--- src/rtl/adc_seq_consts.svh ---
// register offsets, field positions, reset values and timing counts of the converter control block
`ifndef ADC_SEQ_CONSTS_SVH
`define ADC_SEQ_CONSTS_SVH
`define OFS_CTRL0 8'h00
`define OFS_CTRL1 8'h04
`define OFS_PINSEL 8'h08
`define OFS_RES_HIGH 8'h0C
`define OFS_RES_LOW 8'h10
`define OFS_IRQ 8'h14
`define CTRL0_CHAN_LSB 0
`define CTRL0_JUSTIFY_BIT 4
`define CTRL0_POWER_BIT 5
`define CTRL0_BUSY_BIT 6
`define CTRL0_START_BIT 7
`define CTRL1_DIV_LSB 0
`define CTRL1_SRC_LSB 5
`define IRQ_FLAG_BIT 0
`define IRQ_ENABLE_BIT 1
`define RST_BYTE 8'h00
`define RST_CHAN 4'h0
`define RST_FIELD3 3'h0
`define SRC_BANDGAP 3'h1
`define SRC_GROUND_A 3'h2
`define SRC_PROTECT 3'h3
`define SRC_GROUND_B 3'h4
`define SAMPLE_LAST_TICK 5'h03
`define CONV_LAST_TICK 5'h0F
`define RESP_OKAY 2'h0
`define RESP_SLVERR 2'h2
`endif

--- src/rtl/adc_seq_pkg.sv ---
// types shared by the converter control block
package adc_seq_pkg;
	typedef enum logic [2:0] {
		SEQ_IDLE = 3'b001,
		SEQ_SAMPLE = 3'b010,
		SEQ_CONVERT = 3'b100
	} seq_state_t;
endpackage

--- src/rtl/adc_input_select_and_sequencer.sv ---
// converter input selection, pin overrides, clock divider, conversion sequencer and axi4-lite registers
//
// Notes on behaviour
// - analog-selected pin loses its digital function and routes to the channel mux
// - pull-high resistor is cut whenever the pin is analog-selected
// - analog select overrides the port direction setting
// - source codes 000, 101, 11x convert the external channel picked by channel select
// - source 001 routes bandgap, source 011 routes protection amplifier output
// - source codes 010 and 100 tie the converter input to ground
// - channel codes 0000 to 0111 pick channels 0 to 7, fewer on small variants
// - channel codes beyond implemented channels leave the input floating
// - a low-high-low pulse on the start bit begins one conversion
// - busy rises as soon as a conversion starts and holds throughout
// - completion clears busy and sets the interrupt request flag
// - with interrupt enabled, completion raises the interrupt output
// - conversion clock is system clock divided by 1 to 128 per field code
// - converter is powered only while the power enable bit is high
// - a conversion is 4 sampling then 12 converting clock periods, then busy clears
// - justify bit selects left or right placement of the 12-bit result
`timescale 1ns/10ps
`default_nettype none
`include "adc_seq_consts.svh"
module adc_input_select_and_sequencer
	import adc_seq_pkg::*;
#(
	parameter int NUM_CHANNELS = 8
) (
	input wire logic clk_sys,
	input wire logic rst,
	input wire logic [7:0] s_axi_awaddr,
	input wire logic s_axi_awvalid,
	output logic s_axi_awready,
	input wire logic [31:0] s_axi_wdata,
	input wire logic [3:0] s_axi_wstrb,
	input wire logic s_axi_wvalid,
	output logic s_axi_wready,
	output logic [1:0] s_axi_bresp,
	output logic s_axi_bvalid,
	input wire logic s_axi_bready,
	input wire logic [7:0] s_axi_araddr,
	input wire logic s_axi_arvalid,
	output logic s_axi_arready,
	output logic [31:0] s_axi_rdata,
	output logic [1:0] s_axi_rresp,
	output logic s_axi_rvalid,
	input wire logic s_axi_rready,
	input wire logic [7:0] port_pullup_request,
	input wire logic [7:0] port_dir_output,
	input wire logic [11:0] sar_result,
	output logic [7:0] pin_analog_select,
	output logic [7:0] pin_digital_enable,
	output logic [7:0] pin_pullup_enable,
	output logic [7:0] pin_output_enable,
	output logic [7:0] ext_channel_select,
	output logic route_bandgap,
	output logic route_protect_amp,
	output logic route_ground,
	output logic converter_power_enable,
	output logic conv_clock_tick,
	output logic sample_phase,
	output logic conversion_busy_flag,
	output logic [7:0] result_high_byte,
	output logic [7:0] result_low_byte,
	output logic adc_irq
);

	////////////////////////////////////////////////////////////////////////////////
	// software-visible control state
	logic [3:0] channel_select_field;
	logic result_justify_bit;
	logic power_en;
	logic start_bit;
	logic [2:0] input_source_field;
	logic [2:0] conv_clock_divide_field;
	logic [7:0] analog_pin_select_reg;
	logic irq_enable;
	logic irq_flag;
	logic busy;
	logic conv_done;
	logic [11:0] result_word;
	seq_state_t state;

	// write channel holding slots
	logic aw_full;
	logic w_full;
	logic [7:0] aw_addr_q;
	logic [7:0] w_data_q;
	logic w_strb_q;
	logic do_write;
	logic wr_ctrl0;
	logic wr_ctrl1;
	logic wr_pinsel;
	logic wr_irq;
	logic clear_flag;

	assign do_write = aw_full && w_full && !s_axi_bvalid;
	assign wr_ctrl0 = do_write && w_strb_q && (aw_addr_q == `OFS_CTRL0);
	assign wr_ctrl1 = do_write && w_strb_q && (aw_addr_q == `OFS_CTRL1);
	assign wr_pinsel = do_write && w_strb_q && (aw_addr_q == `OFS_PINSEL);
	assign wr_irq = do_write && w_strb_q && (aw_addr_q == `OFS_IRQ);
	assign clear_flag = wr_irq && w_data_q[`IRQ_FLAG_BIT];

	////////////////////////////////////////////////////////////////////////////////
	// axi4-lite write address and data, taken in either order
	always_ff @(posedge clk_sys) begin
		if (rst) begin
			aw_full <= 1'b0;
			s_axi_awready <= 1'b0;
			aw_addr_q <= `RST_BYTE;
		end else begin
			if (do_write) begin
				aw_full <= 1'b0;
			end else if (s_axi_awvalid && s_axi_awready) begin
				aw_full <= 1'b1;
				aw_addr_q <= s_axi_awaddr;
			end
			s_axi_awready <= do_write || (!aw_full && !(s_axi_awvalid && s_axi_awready));
		end
	end

	always_ff @(posedge clk_sys) begin
		if (rst) begin
			w_full <= 1'b0;
			s_axi_wready <= 1'b0;
			w_data_q <= `RST_BYTE;
			w_strb_q <= 1'b0;
		end else begin
			if (do_write) begin
				w_full <= 1'b0;
			end else if (s_axi_wvalid && s_axi_wready) begin
				w_full <= 1'b1;
				w_data_q <= s_axi_wdata[7:0]; // registers are a byte wide
				w_strb_q <= s_axi_wstrb[0];
			end
			s_axi_wready <= do_write || (!w_full && !(s_axi_wvalid && s_axi_wready));
		end
	end

	// write response; unmapped addresses answer slverr and change nothing
	always_ff @(posedge clk_sys) begin
		if (rst) begin
			s_axi_bvalid <= 1'b0;
			s_axi_bresp <= `RESP_OKAY;
		end else if (do_write) begin
			s_axi_bvalid <= 1'b1;
			s_axi_bresp <= (aw_addr_q == `OFS_CTRL0 || aw_addr_q == `OFS_CTRL1 || aw_addr_q == `OFS_PINSEL ||
				aw_addr_q == `OFS_IRQ || aw_addr_q == `OFS_RES_HIGH || aw_addr_q == `OFS_RES_LOW) ?
				`RESP_OKAY : `RESP_SLVERR;
		end else if (s_axi_bready) begin
			s_axi_bvalid <= 1'b0;
		end
	end

	////////////////////////////////////////////////////////////////////////////////
	// control registers; busy is read-only and ignores writes
	always_ff @(posedge clk_sys) begin
		if (rst) begin
			channel_select_field <= `RST_CHAN;
			result_justify_bit <= 1'b0;
			power_en <= 1'b0;
			start_bit <= 1'b0;
		end else if (wr_ctrl0) begin
			channel_select_field <= w_data_q[`CTRL0_CHAN_LSB +: 4];
			result_justify_bit <= w_data_q[`CTRL0_JUSTIFY_BIT];
			power_en <= w_data_q[`CTRL0_POWER_BIT];
			start_bit <= w_data_q[`CTRL0_START_BIT];
		end
	end

	always_ff @(posedge clk_sys) begin
		if (rst) begin
			input_source_field <= `RST_FIELD3;
			conv_clock_divide_field <= `RST_FIELD3;
		end else if (wr_ctrl1) begin
			input_source_field <= w_data_q[`CTRL1_SRC_LSB +: 3];
			conv_clock_divide_field <= w_data_q[`CTRL1_DIV_LSB +: 3];
		end
	end

	always_ff @(posedge clk_sys) begin
		if (rst) begin
			analog_pin_select_reg <= `RST_BYTE;
			irq_enable <= 1'b0;
		end else begin
			if (wr_pinsel) begin
				analog_pin_select_reg <= w_data_q;
			end
			if (wr_irq) begin
				irq_enable <= w_data_q[`IRQ_ENABLE_BIT];
			end
		end
	end

	// request flag: write one clears, a completion in the same cycle wins
	// flag on completion
	always_ff @(posedge clk_sys) begin
		if (rst) begin
			irq_flag <= 1'b0;
		end else begin
			irq_flag <= conv_done || (irq_flag && !clear_flag);
		end
	end

	////////////////////////////////////////////////////////////////////////////////
	// axi4-lite read, one outstanding
	logic [7:0] read_byte;
	logic read_hit;
	always_comb begin
		read_byte = `RST_BYTE;
		read_hit = 1'b1;
		case (s_axi_araddr)
			`OFS_CTRL0: read_byte = {start_bit, busy, power_en, result_justify_bit, channel_select_field};
			`OFS_CTRL1: read_byte = {input_source_field, 2'h0, conv_clock_divide_field};
			`OFS_PINSEL: read_byte = analog_pin_select_reg;
			`OFS_RES_HIGH: read_byte = result_high_byte;
			`OFS_RES_LOW: read_byte = result_low_byte;
			`OFS_IRQ: read_byte = {6'h00, irq_enable, irq_flag};
			default: read_hit = 1'b0;
		endcase
	end

	always_ff @(posedge clk_sys) begin
		if (rst) begin
			s_axi_rvalid <= 1'b0;
			s_axi_arready <= 1'b0;
			s_axi_rdata <= 32'h00000000;
			s_axi_rresp <= `RESP_OKAY;
		end else begin
			if (s_axi_arvalid && s_axi_arready) begin
				s_axi_rvalid <= 1'b1;
				s_axi_rdata <= {24'h000000, read_byte};
				s_axi_rresp <= read_hit ? `RESP_OKAY : `RESP_SLVERR;
			end else if (s_axi_rready) begin
				s_axi_rvalid <= 1'b0;
			end
			s_axi_arready <= (s_axi_rvalid && s_axi_rready) || (!s_axi_rvalid && !(s_axi_arvalid && s_axi_arready));
		end
	end

	////////////////////////////////////////////////////////////////////////////////
	// pin overrides and channel routing, one copy per pin
	logic ext_source;
	assign ext_source = (input_source_field == 3'h0) || (input_source_field == 3'h5) || input_source_field[2:1] == 2'h3;

	genvar gi;
	generate
		for (gi = 0; gi < 8; gi++) begin : g_pin
			logic sel;
			assign sel = (gi < NUM_CHANNELS) && analog_pin_select_reg[gi];
			always_ff @(posedge clk_sys) begin
				if (rst) begin
					pin_analog_select[gi] <= 1'b0;
					pin_digital_enable[gi] <= 1'b1;
					pin_pullup_enable[gi] <= 1'b0;
					pin_output_enable[gi] <= 1'b0;
					ext_channel_select[gi] <= 1'b0;
				end else begin
					pin_analog_select[gi] <= sel;
					pin_digital_enable[gi] <= !sel;
					pin_pullup_enable[gi] <= port_pullup_request[gi] && !sel;
					pin_output_enable[gi] <= port_dir_output[gi] && !sel;
					// channel decode, codes past the last channel float
					ext_channel_select[gi] <= ext_source && (gi < NUM_CHANNELS) && (channel_select_field == 4'(gi));
				end
			end
		end
	endgenerate

	// internal sources; software keeps channel select at 1xxx for these
	always_ff @(posedge clk_sys) begin
		if (rst) begin
			route_bandgap <= 1'b0;
			route_protect_amp <= 1'b0;
			route_ground <= 1'b0;
		end else begin
			route_bandgap <= input_source_field == `SRC_BANDGAP;
			route_protect_amp <= input_source_field == `SRC_PROTECT;
			route_ground <= (input_source_field == `SRC_GROUND_A) || (input_source_field == `SRC_GROUND_B);
		end
	end

	////////////////////////////////////////////////////////////////////////////////
	// conversion clock divider; runs only inside a conversion so each one starts phase-aligned
	logic [7:0] div_ratio;
	logic [6:0] div_last;
	logic [6:0] div_cnt;
	logic tick;
	logic start_prev;
	logic start_fall;
	logic [4:0] tick_cnt;

	// divide by two to the field code
	assign div_ratio = 8'h01 << conv_clock_divide_field;
	assign div_last = 7'(div_ratio - 8'h01);
	assign tick = (state != SEQ_IDLE) && (div_cnt == div_last);
	// falling edge of the start bit
	assign start_fall = start_prev && !start_bit;

	always_ff @(posedge clk_sys) begin
		if (rst) begin
			div_cnt <= 7'h00;
		end else if (state == SEQ_IDLE || tick) begin
			div_cnt <= 7'h00;
		end else begin
			div_cnt <= div_cnt + 7'h01;
		end
	end

	always_ff @(posedge clk_sys) begin
		if (rst) begin
			start_prev <= 1'b0;
		end else begin
			start_prev <= start_bit;
		end
	end

	// sequencer; start held high or power off aborts without a completion
	always_ff @(posedge clk_sys) begin
		if (rst) begin
			state <= SEQ_IDLE;
			tick_cnt <= 5'h00;
			busy <= 1'b0;
			conv_done <= 1'b0;
		end else begin
			conv_done <= 1'b0;
			// held in reset while start is high
			if (start_bit || !power_en) begin
				state <= SEQ_IDLE;
				busy <= 1'b0;
				tick_cnt <= 5'h00;
			end else begin
				case (state)
					SEQ_IDLE: begin
						if (start_fall) begin
							state <= SEQ_SAMPLE;
							busy <= 1'b1;
							tick_cnt <= 5'h00;
						end
					end
					SEQ_SAMPLE: begin
						if (tick) begin
							tick_cnt <= tick_cnt + 5'h01;
							if (tick_cnt == `SAMPLE_LAST_TICK) begin
								state <= SEQ_CONVERT;
							end
						end
					end
					SEQ_CONVERT: begin
						if (tick) begin
							tick_cnt <= tick_cnt + 5'h01;
							if (tick_cnt == `CONV_LAST_TICK) begin
								state <= SEQ_IDLE;
								busy <= 1'b0;
								conv_done <= 1'b1;
							end
						end
					end
					default: begin
						state <= SEQ_IDLE;
						busy <= 1'b0;
					end
				endcase
			end
		end
	end

	// result captured at the final edge of the conversion
	always_ff @(posedge clk_sys) begin
		if (rst) begin
			result_word <= 12'h000;
		end else if (state == SEQ_CONVERT && tick && tick_cnt == `CONV_LAST_TICK) begin
			result_word <= sar_result;
		end
	end

	////////////////////////////////////////////////////////////////////////////////
	// registered outputs toward the analog core and software
	always_ff @(posedge clk_sys) begin
		if (rst) begin
			converter_power_enable <= 1'b0;
			conv_clock_tick <= 1'b0;
			sample_phase <= 1'b0;
			conversion_busy_flag <= 1'b0;
			result_high_byte <= `RST_BYTE;
			result_low_byte <= `RST_BYTE;
			adc_irq <= 1'b0;
		end else begin
			converter_power_enable <= power_en;
			conv_clock_tick <= tick;
			sample_phase <= state == SEQ_SAMPLE;
			conversion_busy_flag <= busy;
			result_high_byte <= result_justify_bit ? {4'h0, result_word[11:8]} : result_word[11:4];
			result_low_byte <= result_justify_bit ? result_word[7:0] : {result_word[3:0], 4'h0};
			adc_irq <= irq_flag && irq_enable;
		end
	end
endmodule
`default_nettype wire

--- config.mk ---
export PLATFORM = sky130hd
export DESIGN_NAME = adc_input_select_and_sequencer
export DESIGN_NICKNAME = d
export VERILOG_FILES = /design/src/rtl/adc_seq_pkg.sv /design/src/rtl/adc_input_select_and_sequencer.sv
export VERILOG_INCLUDE_DIRS = /design/src /design/src/rtl
export SDC_FILE = /design/constraint.sdc
export NUM_CORES = 1
export LEC_CHECK = 0
export BUFFER_PORTS_ARGS = -buffer_cell sky130_fd_sc_hd__buf_4
export CORE_MARGIN = 2
export CORE_UTILIZATION = 57
export CTS_BUF_LIST = sky130_fd_sc_hd__clkbuf_8
export DETAILED_ROUTE_END_ITERATION = 7
export PLACE_DENSITY_LB_ADDON = 0.05
export SKIP_CTS_REPAIR_TIMING = 1
export SLEW_MARGIN = 20
export SYNTH_ARGS = -nofsm -noshare
export SYNTH_HDL_FRONTEND = slang
export SYNTH_SLANG_ARGS = --single-unit
--- constraint.sdc ---
create_clock -name clk_sys -period 4.15 [get_ports clk_sys]
set_input_delay 0 -clock clk_sys [delete_from_list [all_inputs] [get_ports clk_sys]]
set_output_delay 0 -clock clk_sys [all_outputs]
set_load 0.01 [all_outputs]
==> reports/qor.yml, run 1 <==
status: "finished clean"
power_density_nw_per_um2: 354
finalCritPeriodShare: 0.710
synth_seq_area_share: 0.496
muxShareOfSynthArea: 0.122
vias: 4956
synth-compound-area-share: 0.0741
worst-path-max-fanout: 13
cts_buffers: 17
via_per_inst: 5.24
largest_reg_flops: 12
async_flop_share: 0
end_kind: "register"
whs_ps: 75.0
hp-class: "in -> reg"
clkTransAtPathRegs_ps: 80
synth_xor_area_frac: 0.0187
grt_usage: 0.241
ant_nets: 0
die_area_sq_um: 11500
dp_hpwl_mm: 10.2
p_leak_uw: 0.00343
drv_cap: 0
drive_above_1_share: 0.227
multi_input_area_sq_um: 2780
cts_root_buf: "clkbuf_8"
cts_tree: "built"
start_util: 0.588
core_sq_um: 10400
grt_remaining_overflow: 0
hold_viol: 0
synthCells: 620
worst_pin_slew_ps: 953
ir_drop_mv: 0.230
yosys_warnings: 0
fin_tns_setup_ps: 0
htree_levels: 4
ys_ff_latch: 151
wl_per_cell_um: 15.7
place_congestion: 0.800
synth_flop_cell: "dfxtp_1"
startpoint_type: "register"
synth_edf_count: 0
ff_latch_area_sq_um: 3020
crit_type: "reg -> reg"
antenna_cells: 0
layout_common_cells: "151 x dfxtp_1, 140 x buf_4, 74 x nor2_1, 67 x mux2i_1, 50 x dlygate4sd3_1"
fin_nets: 889
drtIter0Drc: 233
grt_max_degree: 82
areaGrowthSynthToFinish_pct: 31.0
postRouteWirelength_mm: 14.8
synth_top_family_by_area: "simple AND/OR/NAND/NOR gates"
grt_pass1_vias: 4493
slew_viol_final: 0
die_y_um: 107
power.total_uw: 2830
clock-sinks: 151
netlist_area_sq_um: 6100
fp.dieW_um: 107
n_fill_cell: 724
rsz0062_at_grt: "no"
avgSynthCellArea_sq_um: 9.83
rows: 37
drc: 0
yosysUniqueCellTypes: 60
mostFrequentLayoutCell: "dfxtp_1"
max_freq_mhz: 339
dpl_worst_slack_ps: 1200
setup_violations: 0
clock_skew_ps: 7.57
regMostFlops: "result_word"
setup_slack_ps: 1200
firstDrtPassIters: 5
cp.required_ps: 4520
period_minus_slack_ps: 2950
final_util: 0.770
cts_buffer_depth: 2
num_io_pins: 192
grt_pass1_wl_mm: 21.6
synth_simple_gate_area_frac: 0.218
yosys.area_share.adder: 0.00821
antenna_found_initial: 0
portBuffers: 138
clk_latency_ps: 440
crit_arrival_ps: 3320
slew_headroom: 0.361
routing by layer:
| metal | part of all wire | GRT usage |
|---|---|---|
| met3 | 0.062 | 0.0660 |
| met2 | 0.52 | 0.427 |
| met4 | 0.014 | 0.0733 |
| met1 | 0.40 | 0.284 |
| met5 | 0 | 0 |
worst paths after layout:
kind | to | cells past startpoint | slack (ps) | from
max | result_word[3] | 8 | 1200 | conv_clock_divide_field[2]
min | s_axi_rdata[5] | 4 | 70 | s_axi_araddr[3]
max reg2reg | result_word[3] | 8 | 1200 | conv_clock_divide_field[2]
min reg2reg | s_axi_rdata[7] | 2 | 460 | s_axi_rdata[7]
cells in the mapped netlist (2+ instances only):
library cell / instances / share of area
dfxtp_1: 151 / 0.50
nor2_1: 74 / 0.046
mux2i_1: 67 / 0.11
nand2b_1: 41 / 0.042
nand2_1: 37 / 0.023
buf_4: 26 / 0.032
clkbuf_1: 24 / 0.015
a21oi_1: 20 / 0.016
nor3b_1: 20 / 0.025
inv_1: 15 / 0.0092
nor3_1: 13 / 0.011
xnor2_1: 9 / 0.013
and2_1: 8 / 0.0082
and3_1: 8 / 0.0082
nor2b_1: 8 / 0.0082
nand3_1: 7 / 0.0057
o21ai_0: 7 / 0.0057
a22oi_1: 6 / 0.0074
o211ai_1: 5 / 0.0062
o22ai_1: 5 / 0.0051
a211oi_1: 4 / 0.0049
ha_1: 4 / 0.0082
or4_1: 4 / 0.0049
xor2_1: 4 / 0.0057
a21o_1: 3 / 0.0037
buf_2: 3 / 0.0025
nand4b_1: 3 / 0.0043
nor4b_1: 3 / 0.0043
o31ai_1: 3 / 0.0037
a21boi_0: 2 / 0.0025
a31oi_1: 2 / 0.0021
buf_6: 2 / 0.0037
mux2_2: 2 / 0.0037
nand3b_1: 2 / 0.0025
nand4_4: 2 / 0.0070
nor4_1: 2 / 0.0021
cell type report:
type                            count  share of cell area
Sequential cell                   151               0.378
Multi-Input combinational cell    423               0.349
Timing Repair Buffer              190               0.194
Clock buffer                       18              0.0310
Tap cell                          136              0.0213
Clock inverter                     13              0.0194
Inverter                           15             0.00705
kinds of logic after synthesis:
group / count (synthesis)
AO/OA/AOI/OAI: 67
multiplexers: 71
buffers and inverters: 71
adder cells (fa/ha/maj): 4
AND/OR/NAND/NOR: 242
flip-flops: 151
other: 1
XOR/XNOR: 13
critical path, stage by stage, from the launching register on:
cell      delay, ps
dfxtp_1         440
or3_2           500
ha_1            290
xnor2_1         180
a311oi_2        430
o221ai_2        260
nor4_4          250
buf_4           290
mux2i_1         220
power by group:
group	switching, uW	total, uW	internal [uW]
registers	16.2	1490	1470
clock network	532	1140	604
logic	91.0	205	114
total	639	2830	2190
stage by stage:
stage	std cells	cell area [sq um]
after floorplan	645	6190
after global placement	865	7080
after detailed placement	865	7080
after CTS	896	7490
after global routing	946	7990
final	946	7990
No activity file was read; power rests on OpenSTA's default activity.
==> inputs of run 2 (changes only) <==
--- a/config.mk
+++ b/config.mk
@@ -8,7 +8,7 @@
 export LEC_CHECK = 0
 export BUFFER_PORTS_ARGS = -buffer_cell sky130_fd_sc_hd__buf_4
 export CORE_MARGIN = 2
-export CORE_UTILIZATION = 57
+export CORE_UTILIZATION = 48
 export CTS_BUF_LIST = sky130_fd_sc_hd__clkbuf_8
 export DETAILED_ROUTE_END_ITERATION = 7
 export PLACE_DENSITY_LB_ADDON = 0.05
==> constraint.sdc (replaced) <==
create_clock -name clk_sys -period 2.61 [get_ports clk_sys]
set_input_delay 0 -clock clk_sys [delete_from_list [all_inputs] [get_ports clk_sys]]
set_output_delay 0 -clock clk_sys [all_outputs]
set_load 0.01 [all_outputs]
==> run 2 against run 1 <==
Die area grew 18%. Count of clock-buffer cells in the layout rose by 2. Register-to-register slack worse by 1100 ps. Utilization shrank 12 points. Sequential power rose by 58%. Critical path depth unchanged. Design area up 2.2%. Via count is 2.0% lower. Largest power group unchanged. Power rose by 62%.
==> reports/qor.yml, run 2 (synthesis results as in run 1) <==
status: "finished clean"  # unchanged
die_area_sq_um: 13600  # was 11500 sq um
path_buf_inv: 1  # unchanged
clk_latency_ps: 460  # was 440 ps
rsz0062_at_grt: "no"  # unchanged
clock-sinks: 151  # unchanged
dpl_worst_slack_ps: 118  # was 1200 ps
slew_headroom: 0.629  # was 0.361
finalCritPeriodShare: 0.955  # was 0.710
fin_tns_setup_ps: 0  # unchanged
ant_nets: 0  # unchanged
areaGrowthSynthToFinish_pct: 33.9  # was 31.0%
worst_pin_slew_ps: 551  # was 953 ps
whs_ps: 30.4  # was 75.0 ps
mostFrequentLayoutCell: "dfxtp_1"  # unchanged
path_cells: "or3_4, ha_4, or4b_4, nand4_4, nand4_4, nor4_4, buf_12, mux2i_1"  # was or3_2, ha_1, xnor2_1, a311oi_2, o221ai_2, nor4_4, buf_4, mux2i_1
n_fill_cell: 1078  # was 724
grt_remaining_overflow: 0  # unchanged
cpPeakStageDelay_ps: 510  # was 500 ps
cts_root_buf: "clkbuf_8"  # unchanged
cp_common_cell: "nand4_4"
r2r-start: "conv_clock_divide_field[0]"  # was conv_clock_divide_field[2]
max_freq_mhz: 401  # was 339 MHz
firstDrtPassIters: 5  # unchanged
holdCritStartpoint: "s_axi_araddr[2]"  # was s_axi_araddr[3]
fp.dieW_um: 117  # was 107 um
ff_latch_area_sq_um: 3020  # about the same
cts_tree: "built"  # unchanged
whs_path_depth: 3  # was 4
startpoint: "conv_clock_divide_field[0]"  # was conv_clock_divide_field[2]
clock_skew_ps: 11.2  # was 7.57 ps
crit_arrival_ps: 2870  # was 3320 ps
place_congestion: 0.848  # was 0.800
multi_input_area_sq_um: 2810  # was 2780 sq um
p_leak_uw: 0.00349  # was 0.00343 uW
ir_drop_mv: 0.415  # was 0.230 mV
die_y_um: 117  # was 107 um
antenna_cells: 0  # unchanged
clkTransAtPathRegs_ps: 80  # about the same
setup_slack_ps: 117  # was 1200 ps
cts_buffer_depth: 2  # unchanged
cts_buffers: 17  # unchanged
hold_viol: 0  # unchanged
slowest_stage: "or4b_4"  # was or3_2
worst-path-max-fanout: 12  # was 13
start_util: 0.487  # was 0.588
regMostFlops: "result_word"  # unchanged
wl_per_cell_um: 15.0  # was 15.7 um
layout_common_cells: "150 x dfxtp_1, 144 x buf_4, 74 x nor2_1, 66 x mux2i_1, 51 x dlygate4sd3_1"  # was 151 x dfxtp_1, 140 x buf_4, 74 x nor2_1, 67 x mux2i_1, 50 x dlygate4sd3_1
portBuffers: 138  # unchanged
rr_endpoint: "result_word[10]"  # was result_word[3]
core_sq_um: 12500  # was 10400 sq um
drive_above_1_share: 0.241  # was 0.227
period_minus_slack_ps: 2490  # was 2950 ps
drtIter0Drc: 282  # was 233
grt_max_degree: 47  # was 82
crit_type: "reg -> reg"  # unchanged
cp.required_ps: 2990  # was 4520 ps
rows: 41  # was 37
drc: 0  # unchanged
hp-class: "in -> reg"  # unchanged
reg2regPathDepth: 8  # unchanged
dp_hpwl_mm: 10.4  # was 10.2 mm
grt_pass1_wl_mm: 22.1  # was 21.6 mm
ff2ff_setup_slack_ps: 120  # was 1200 ps
startpoint_type: "register"  # unchanged
drv_cap: 0  # unchanged
htree_levels: 4  # unchanged
via_per_inst: 4.90  # was 5.24
grt_pass1_vias: 4449  # was 4493
postRouteWirelength_mm: 14.8  # about the same
holdPathEnd: "s_axi_rdata[7]"  # was s_axi_rdata[5]
setup_violations: 0  # unchanged
antenna_found_initial: 0  # unchanged
fin_nets: 897  # was 889
grt_usage: 0.212  # was 0.241
vias: 4857  # was 4956
largest_reg_flops: 12  # unchanged
power_density_nw_per_um2: 560  # was 354 nW/um^2
num_io_pins: 192  # unchanged
end_kind: "register"  # unchanged
slew_viol_final: 0  # unchanged
cp_top_family: "simple AND/OR/NAND/NOR gates"  # unchanged
## run 2: cell types whose count changed in the layout (fill, tap and decap cells not counted), sizes merged
cell         previous run  this run
buf                   140       147
clkbuf                 18        20
clkinv                  2         5
clkinvlp                4         2
dlygate4sd3            50        51
inv                    19        17
## run 2: worst max-delay path by stage
stage,slack (ps),to,cells after the start
floorplan,20,result_word[10],9
global placement,170,result_word[4],8
detailed placement,120,result_word[4],8
CTS,80,result_word[10],8
global route,3,result_word[1],8
finish,120,result_word[10],8
## run 2: metal layers
layer  GRT usage  vias to the layer above  part of all wire
met5           0                        -                 0
met4      0.0729                        0             0.019
met3      0.0581                       25             0.031
met2       0.360                      101              0.52
met1       0.260                     2292              0.43
li1            -                     2439                 -
## run 2: power breakdown
| group | internal [uW] | switching [uW] | total [uW] |
|---|---|---|---|
| Combinational | 183 | 142 | 325 |
| Sequential | 2340 | 23.7 | 2360 |
| Clock | 1020 | 866 | 1880 |
| Total | 3540 | 1030 | 4570 |
## run 2: stage by stage
stage	utilization	cell area, sq um	std cells	total power [uW]
2_1_floorplan	-	6210	645	2580
3_3_place_gp	0.576	7210	908	2670
3_5_place_dp	0.576	7210	908	2680
4_1_cts	0.610	7640	940	4540
5_1_grt	0.652	8160	991	4740
6_report	0.652	8160	991	4570
## run 2: layout make-up
type                    count  area share
repair buffers            198       0.200
clock buffers              20      0.0337
inverters                  15     0.00690
flip-flops and latches    151       0.370
multi-input cells         423       0.344
clock inverters            12      0.0184
well taps                 172      0.0264
## run 2: worst register-to-register path: cells and delay by family, from the launching register on
| family | cells | cell delay, ps |
|---|---|---|
| simple gates | 5 | 1510 |
| flops | 1 | 320 |
| fa+ha+maj | 1 | 190 |
| buf+inv | 1 | 200 |
| mux | 1 | 200 |
==> inputs of run 3 (changes only) <==
--- a/config.mk
+++ b/config.mk
@@ -7,8 +7,10 @@
 export NUM_CORES = 1
 export LEC_CHECK = 0
 export BUFFER_PORTS_ARGS = -buffer_cell sky130_fd_sc_hd__buf_4
+export CELL_PAD_IN_SITES_DETAIL_PLACEMENT = 1
+export CELL_PAD_IN_SITES_GLOBAL_PLACEMENT = 1
 export CORE_MARGIN = 2
-export CORE_UTILIZATION = 48
+export CORE_UTILIZATION = 36
 export CTS_BUF_LIST = sky130_fd_sc_hd__clkbuf_8
 export DETAILED_ROUTE_END_ITERATION = 7
 export PLACE_DENSITY_LB_ADDON = 0.05
==> run 3 against run 2 <==
The run now ends with hold timing left. Wire length grew 15%. Maximum frequency shrank 2.4%. Hold slack lost 37 ps. Count of clock-buffer cells in the layout shrank 3. Cell count grew 5.2%. Sequential share of layout area shrank 0.47 points. Critical path depth grew 1. Critical endpoint is now result_word[11]. Highest routed layer unchanged.
==> reports/qor.yml, run 3 (synthesis results as in run 1) <==
period_minus_slack_ps: 2550  # was 2490 ps
die_y_um: 134  # was 117 um
dp_hpwl_mm: 12.3  # was 10.4 mm
stdcell_count: 1043  # was 991
rows: 47  # was 41
fp.dieW_um: 134  # was 117 um
drv_cap: 0  # unchanged
place_congestion: 0.766  # was 0.848
clkTransAtPathRegs_ps: 80  # about the same
largest_reg_flops: 12  # unchanged
cpPeakStageDelay_ps: 520  # was 510 ps
start_util: 0.368  # was 0.487
switching_share: 0.249  # was 0.226
cts_buffers: 17  # unchanged
ir_drop_mv: 0.329  # was 0.415 mV
setup_violations: 0  # unchanged
slowest_stage: "or4b_4"  # unchanged
hold_viol: 1  # was 0
crit_type: "reg -> reg"  # unchanged
core_sq_um: 16600  # was 12500 sq um
cp_top_family: "simple AND/OR/NAND/NOR gates"  # unchanged
portBuffers: 138  # unchanged
dp_cells: 956  # was 908
path_buf_inv: 2  # was 1
whs_ps: -6.49  # was 30.4 ps
crit_arrival_ps: 2940  # was 2870 ps
htree_levels: 4  # unchanged
die_area_sq_um: 18000  # was 13600 sq um
drive_above_1_share: 0.250  # was 0.241
clk_latency_ps: 460  # about the same
mostFrequentLayoutCell: "dfxtp_1"  # unchanged
holdCritStartpoint: "s_axi_araddr[6]"  # was s_axi_araddr[2]
cp.required_ps: 2990  # about the same
num_io_pins: 192  # unchanged
startpoint_type: "register"  # unchanged
hp-class: "in -> reg"  # unchanged
slew_headroom: 0.496  # was 0.629
violations: "hold timing"
clock_skew_ps: 12.1  # was 11.2 ps
pwr-share-comb: 0.073  # was 0.071
n_fill_cell: 1931  # was 1078
p_seq_frac: 0.523  # was 0.517
grt_remaining_overflow: 0  # unchanged
via_per_inst: 4.79  # was 4.90
areaGrowthSynthToFinish_pct: 35.7  # was 33.9%
dpl_worst_slack_ps: 59.0  # was 118 ps
status: "complete, but fails checks"  # was finished clean
end_kind: "register"  # unchanged
worst-path-max-fanout: 6  # was 12
grt_usage: 0.182  # was 0.212
vias: 4993  # was 4857
path_cells: "or3_4, ha_4, or4b_4, nand4_4, nand4_4, nor4_4, buf_6, buf_12, mux2i_2"  # was or3_4, ha_4, or4b_4, nand4_4, nand4_4, nor4_4, buf_12, mux2i_1
r2r-start: "conv_clock_divide_field[2]"  # was conv_clock_divide_field[0]
cts_buffer_depth: 2  # unchanged
slew_viol_final: 0  # unchanged
regMostFlops: "result_word"  # unchanged
grt_pass1_wl_mm: 25.5  # was 22.1 mm
antenna_found_initial: 0  # unchanged
wl_per_cell_um: 16.3  # was 15.0 um
power_density_nw_per_um2: 546  # was 560 nW/um^2
finalCritPeriodShare: 0.979  # was 0.955
firstDrtPassIters: 4  # was 5
cp_common_cell: "nand4_4"  # unchanged
postRouteWirelength_mm: 17.0  # was 14.8 mm
drtIter0Drc: 186  # was 282
worst_pin_slew_ps: 751  # was 551 ps
grt_max_degree: 65  # was 47
startpoint: "conv_clock_divide_field[2]"  # was conv_clock_divide_field[0]
setup_slack_ps: 55.3  # was 117 ps
ant_nets: 0  # unchanged
grt_pass1_vias: 4850  # was 4449
max_freq_mhz: 391  # was 401 MHz
cts_tree: "built"  # unchanged
p_int_uw: 3390  # was 3540 uW
p_leak_uw: 0.00351  # was 0.00349 uW
fin_nets: 901  # was 897
p_sw_uw: 1120  # was 1030 uW
rsz0062_at_grt: "yes"  # was no
clock-sinks: 151  # unchanged
antenna_cells: 0  # unchanged
cts_root_buf: "clkbuf_8"  # unchanged
drc: 0  # unchanged
layout_common_cells: "150 x dfxtp_1, 147 x buf_4, 73 x nor2_1, 65 x mux2i_1, 50 x dlygate4sd3_1"  # was 150 x dfxtp_1, 144 x buf_4, 74 x nor2_1, 66 x mux2i_1, 51 x dlygate4sd3_1
clkPwrFrac: 0.403  # was 0.412
-- run 3: power groups by stage --
stage / combinational (uW) / sequential (uW) / clock, uW
after floorplan: 160 / 2420 / 0
after global placement: 262 / 2420 / 0
after detailed placement: 270 / 2420 / 0
after CTS: 270 / 2360 / 1880
after global routing: 358 / 2370 / 1990
final: 330 / 2360 / 1820
-- run 3: per-layer routing --
layer	wire, um	up-vias	GRT usage
met1	7230	2414	0.218
met3	692	21	0.0491
met2	8920	106	0.322
met4	196	0	0.0474
li1	-	2452	-
met5	0	-	0
-- run 3: path summary, 6_finish.rpt --
check,end,slack (ps),cells past startpoint
max,result_word[11],60,9
min,s_axi_rresp[1],-6,5
max reg2reg,result_word[11],60,9
min reg2reg,s_axi_rdata[7],470,2
-- run 3: area by class of cell --
class                   count  area (sq um)  area share
flip-flops and latches    151          3020       0.366
multi-input cells         423          2830       0.342
repair buffers            202          1680       0.204
clock inverters            15           171      0.0207
clock buffers              17           234      0.0283
inverters                  15          56.3     0.00681
well taps                 220           275      0.0333
-- run 3: per-stage QoR --
step / power [uW] / instance area [sq um] / TNS, ps / util
floorplan: 2580 / 6210 / 0 / -
global placement: 2680 / 7270 / 0 / 0.438
detailed placement: 2690 / 7270 / 0 / 0.438
CTS: 4510 / 7680 / 0 / 0.463
global route: 4720 / 8270 / -39.1 / 0.499
finish: 4520 / 8270 / 0 / 0.499
-- run 3: tightest hold or removal path, cell delays in order --
cell	delay (ps)
buf_4	80
nor2_1	30
nand2_1	80
a211oi_1	70
nor3_1	150
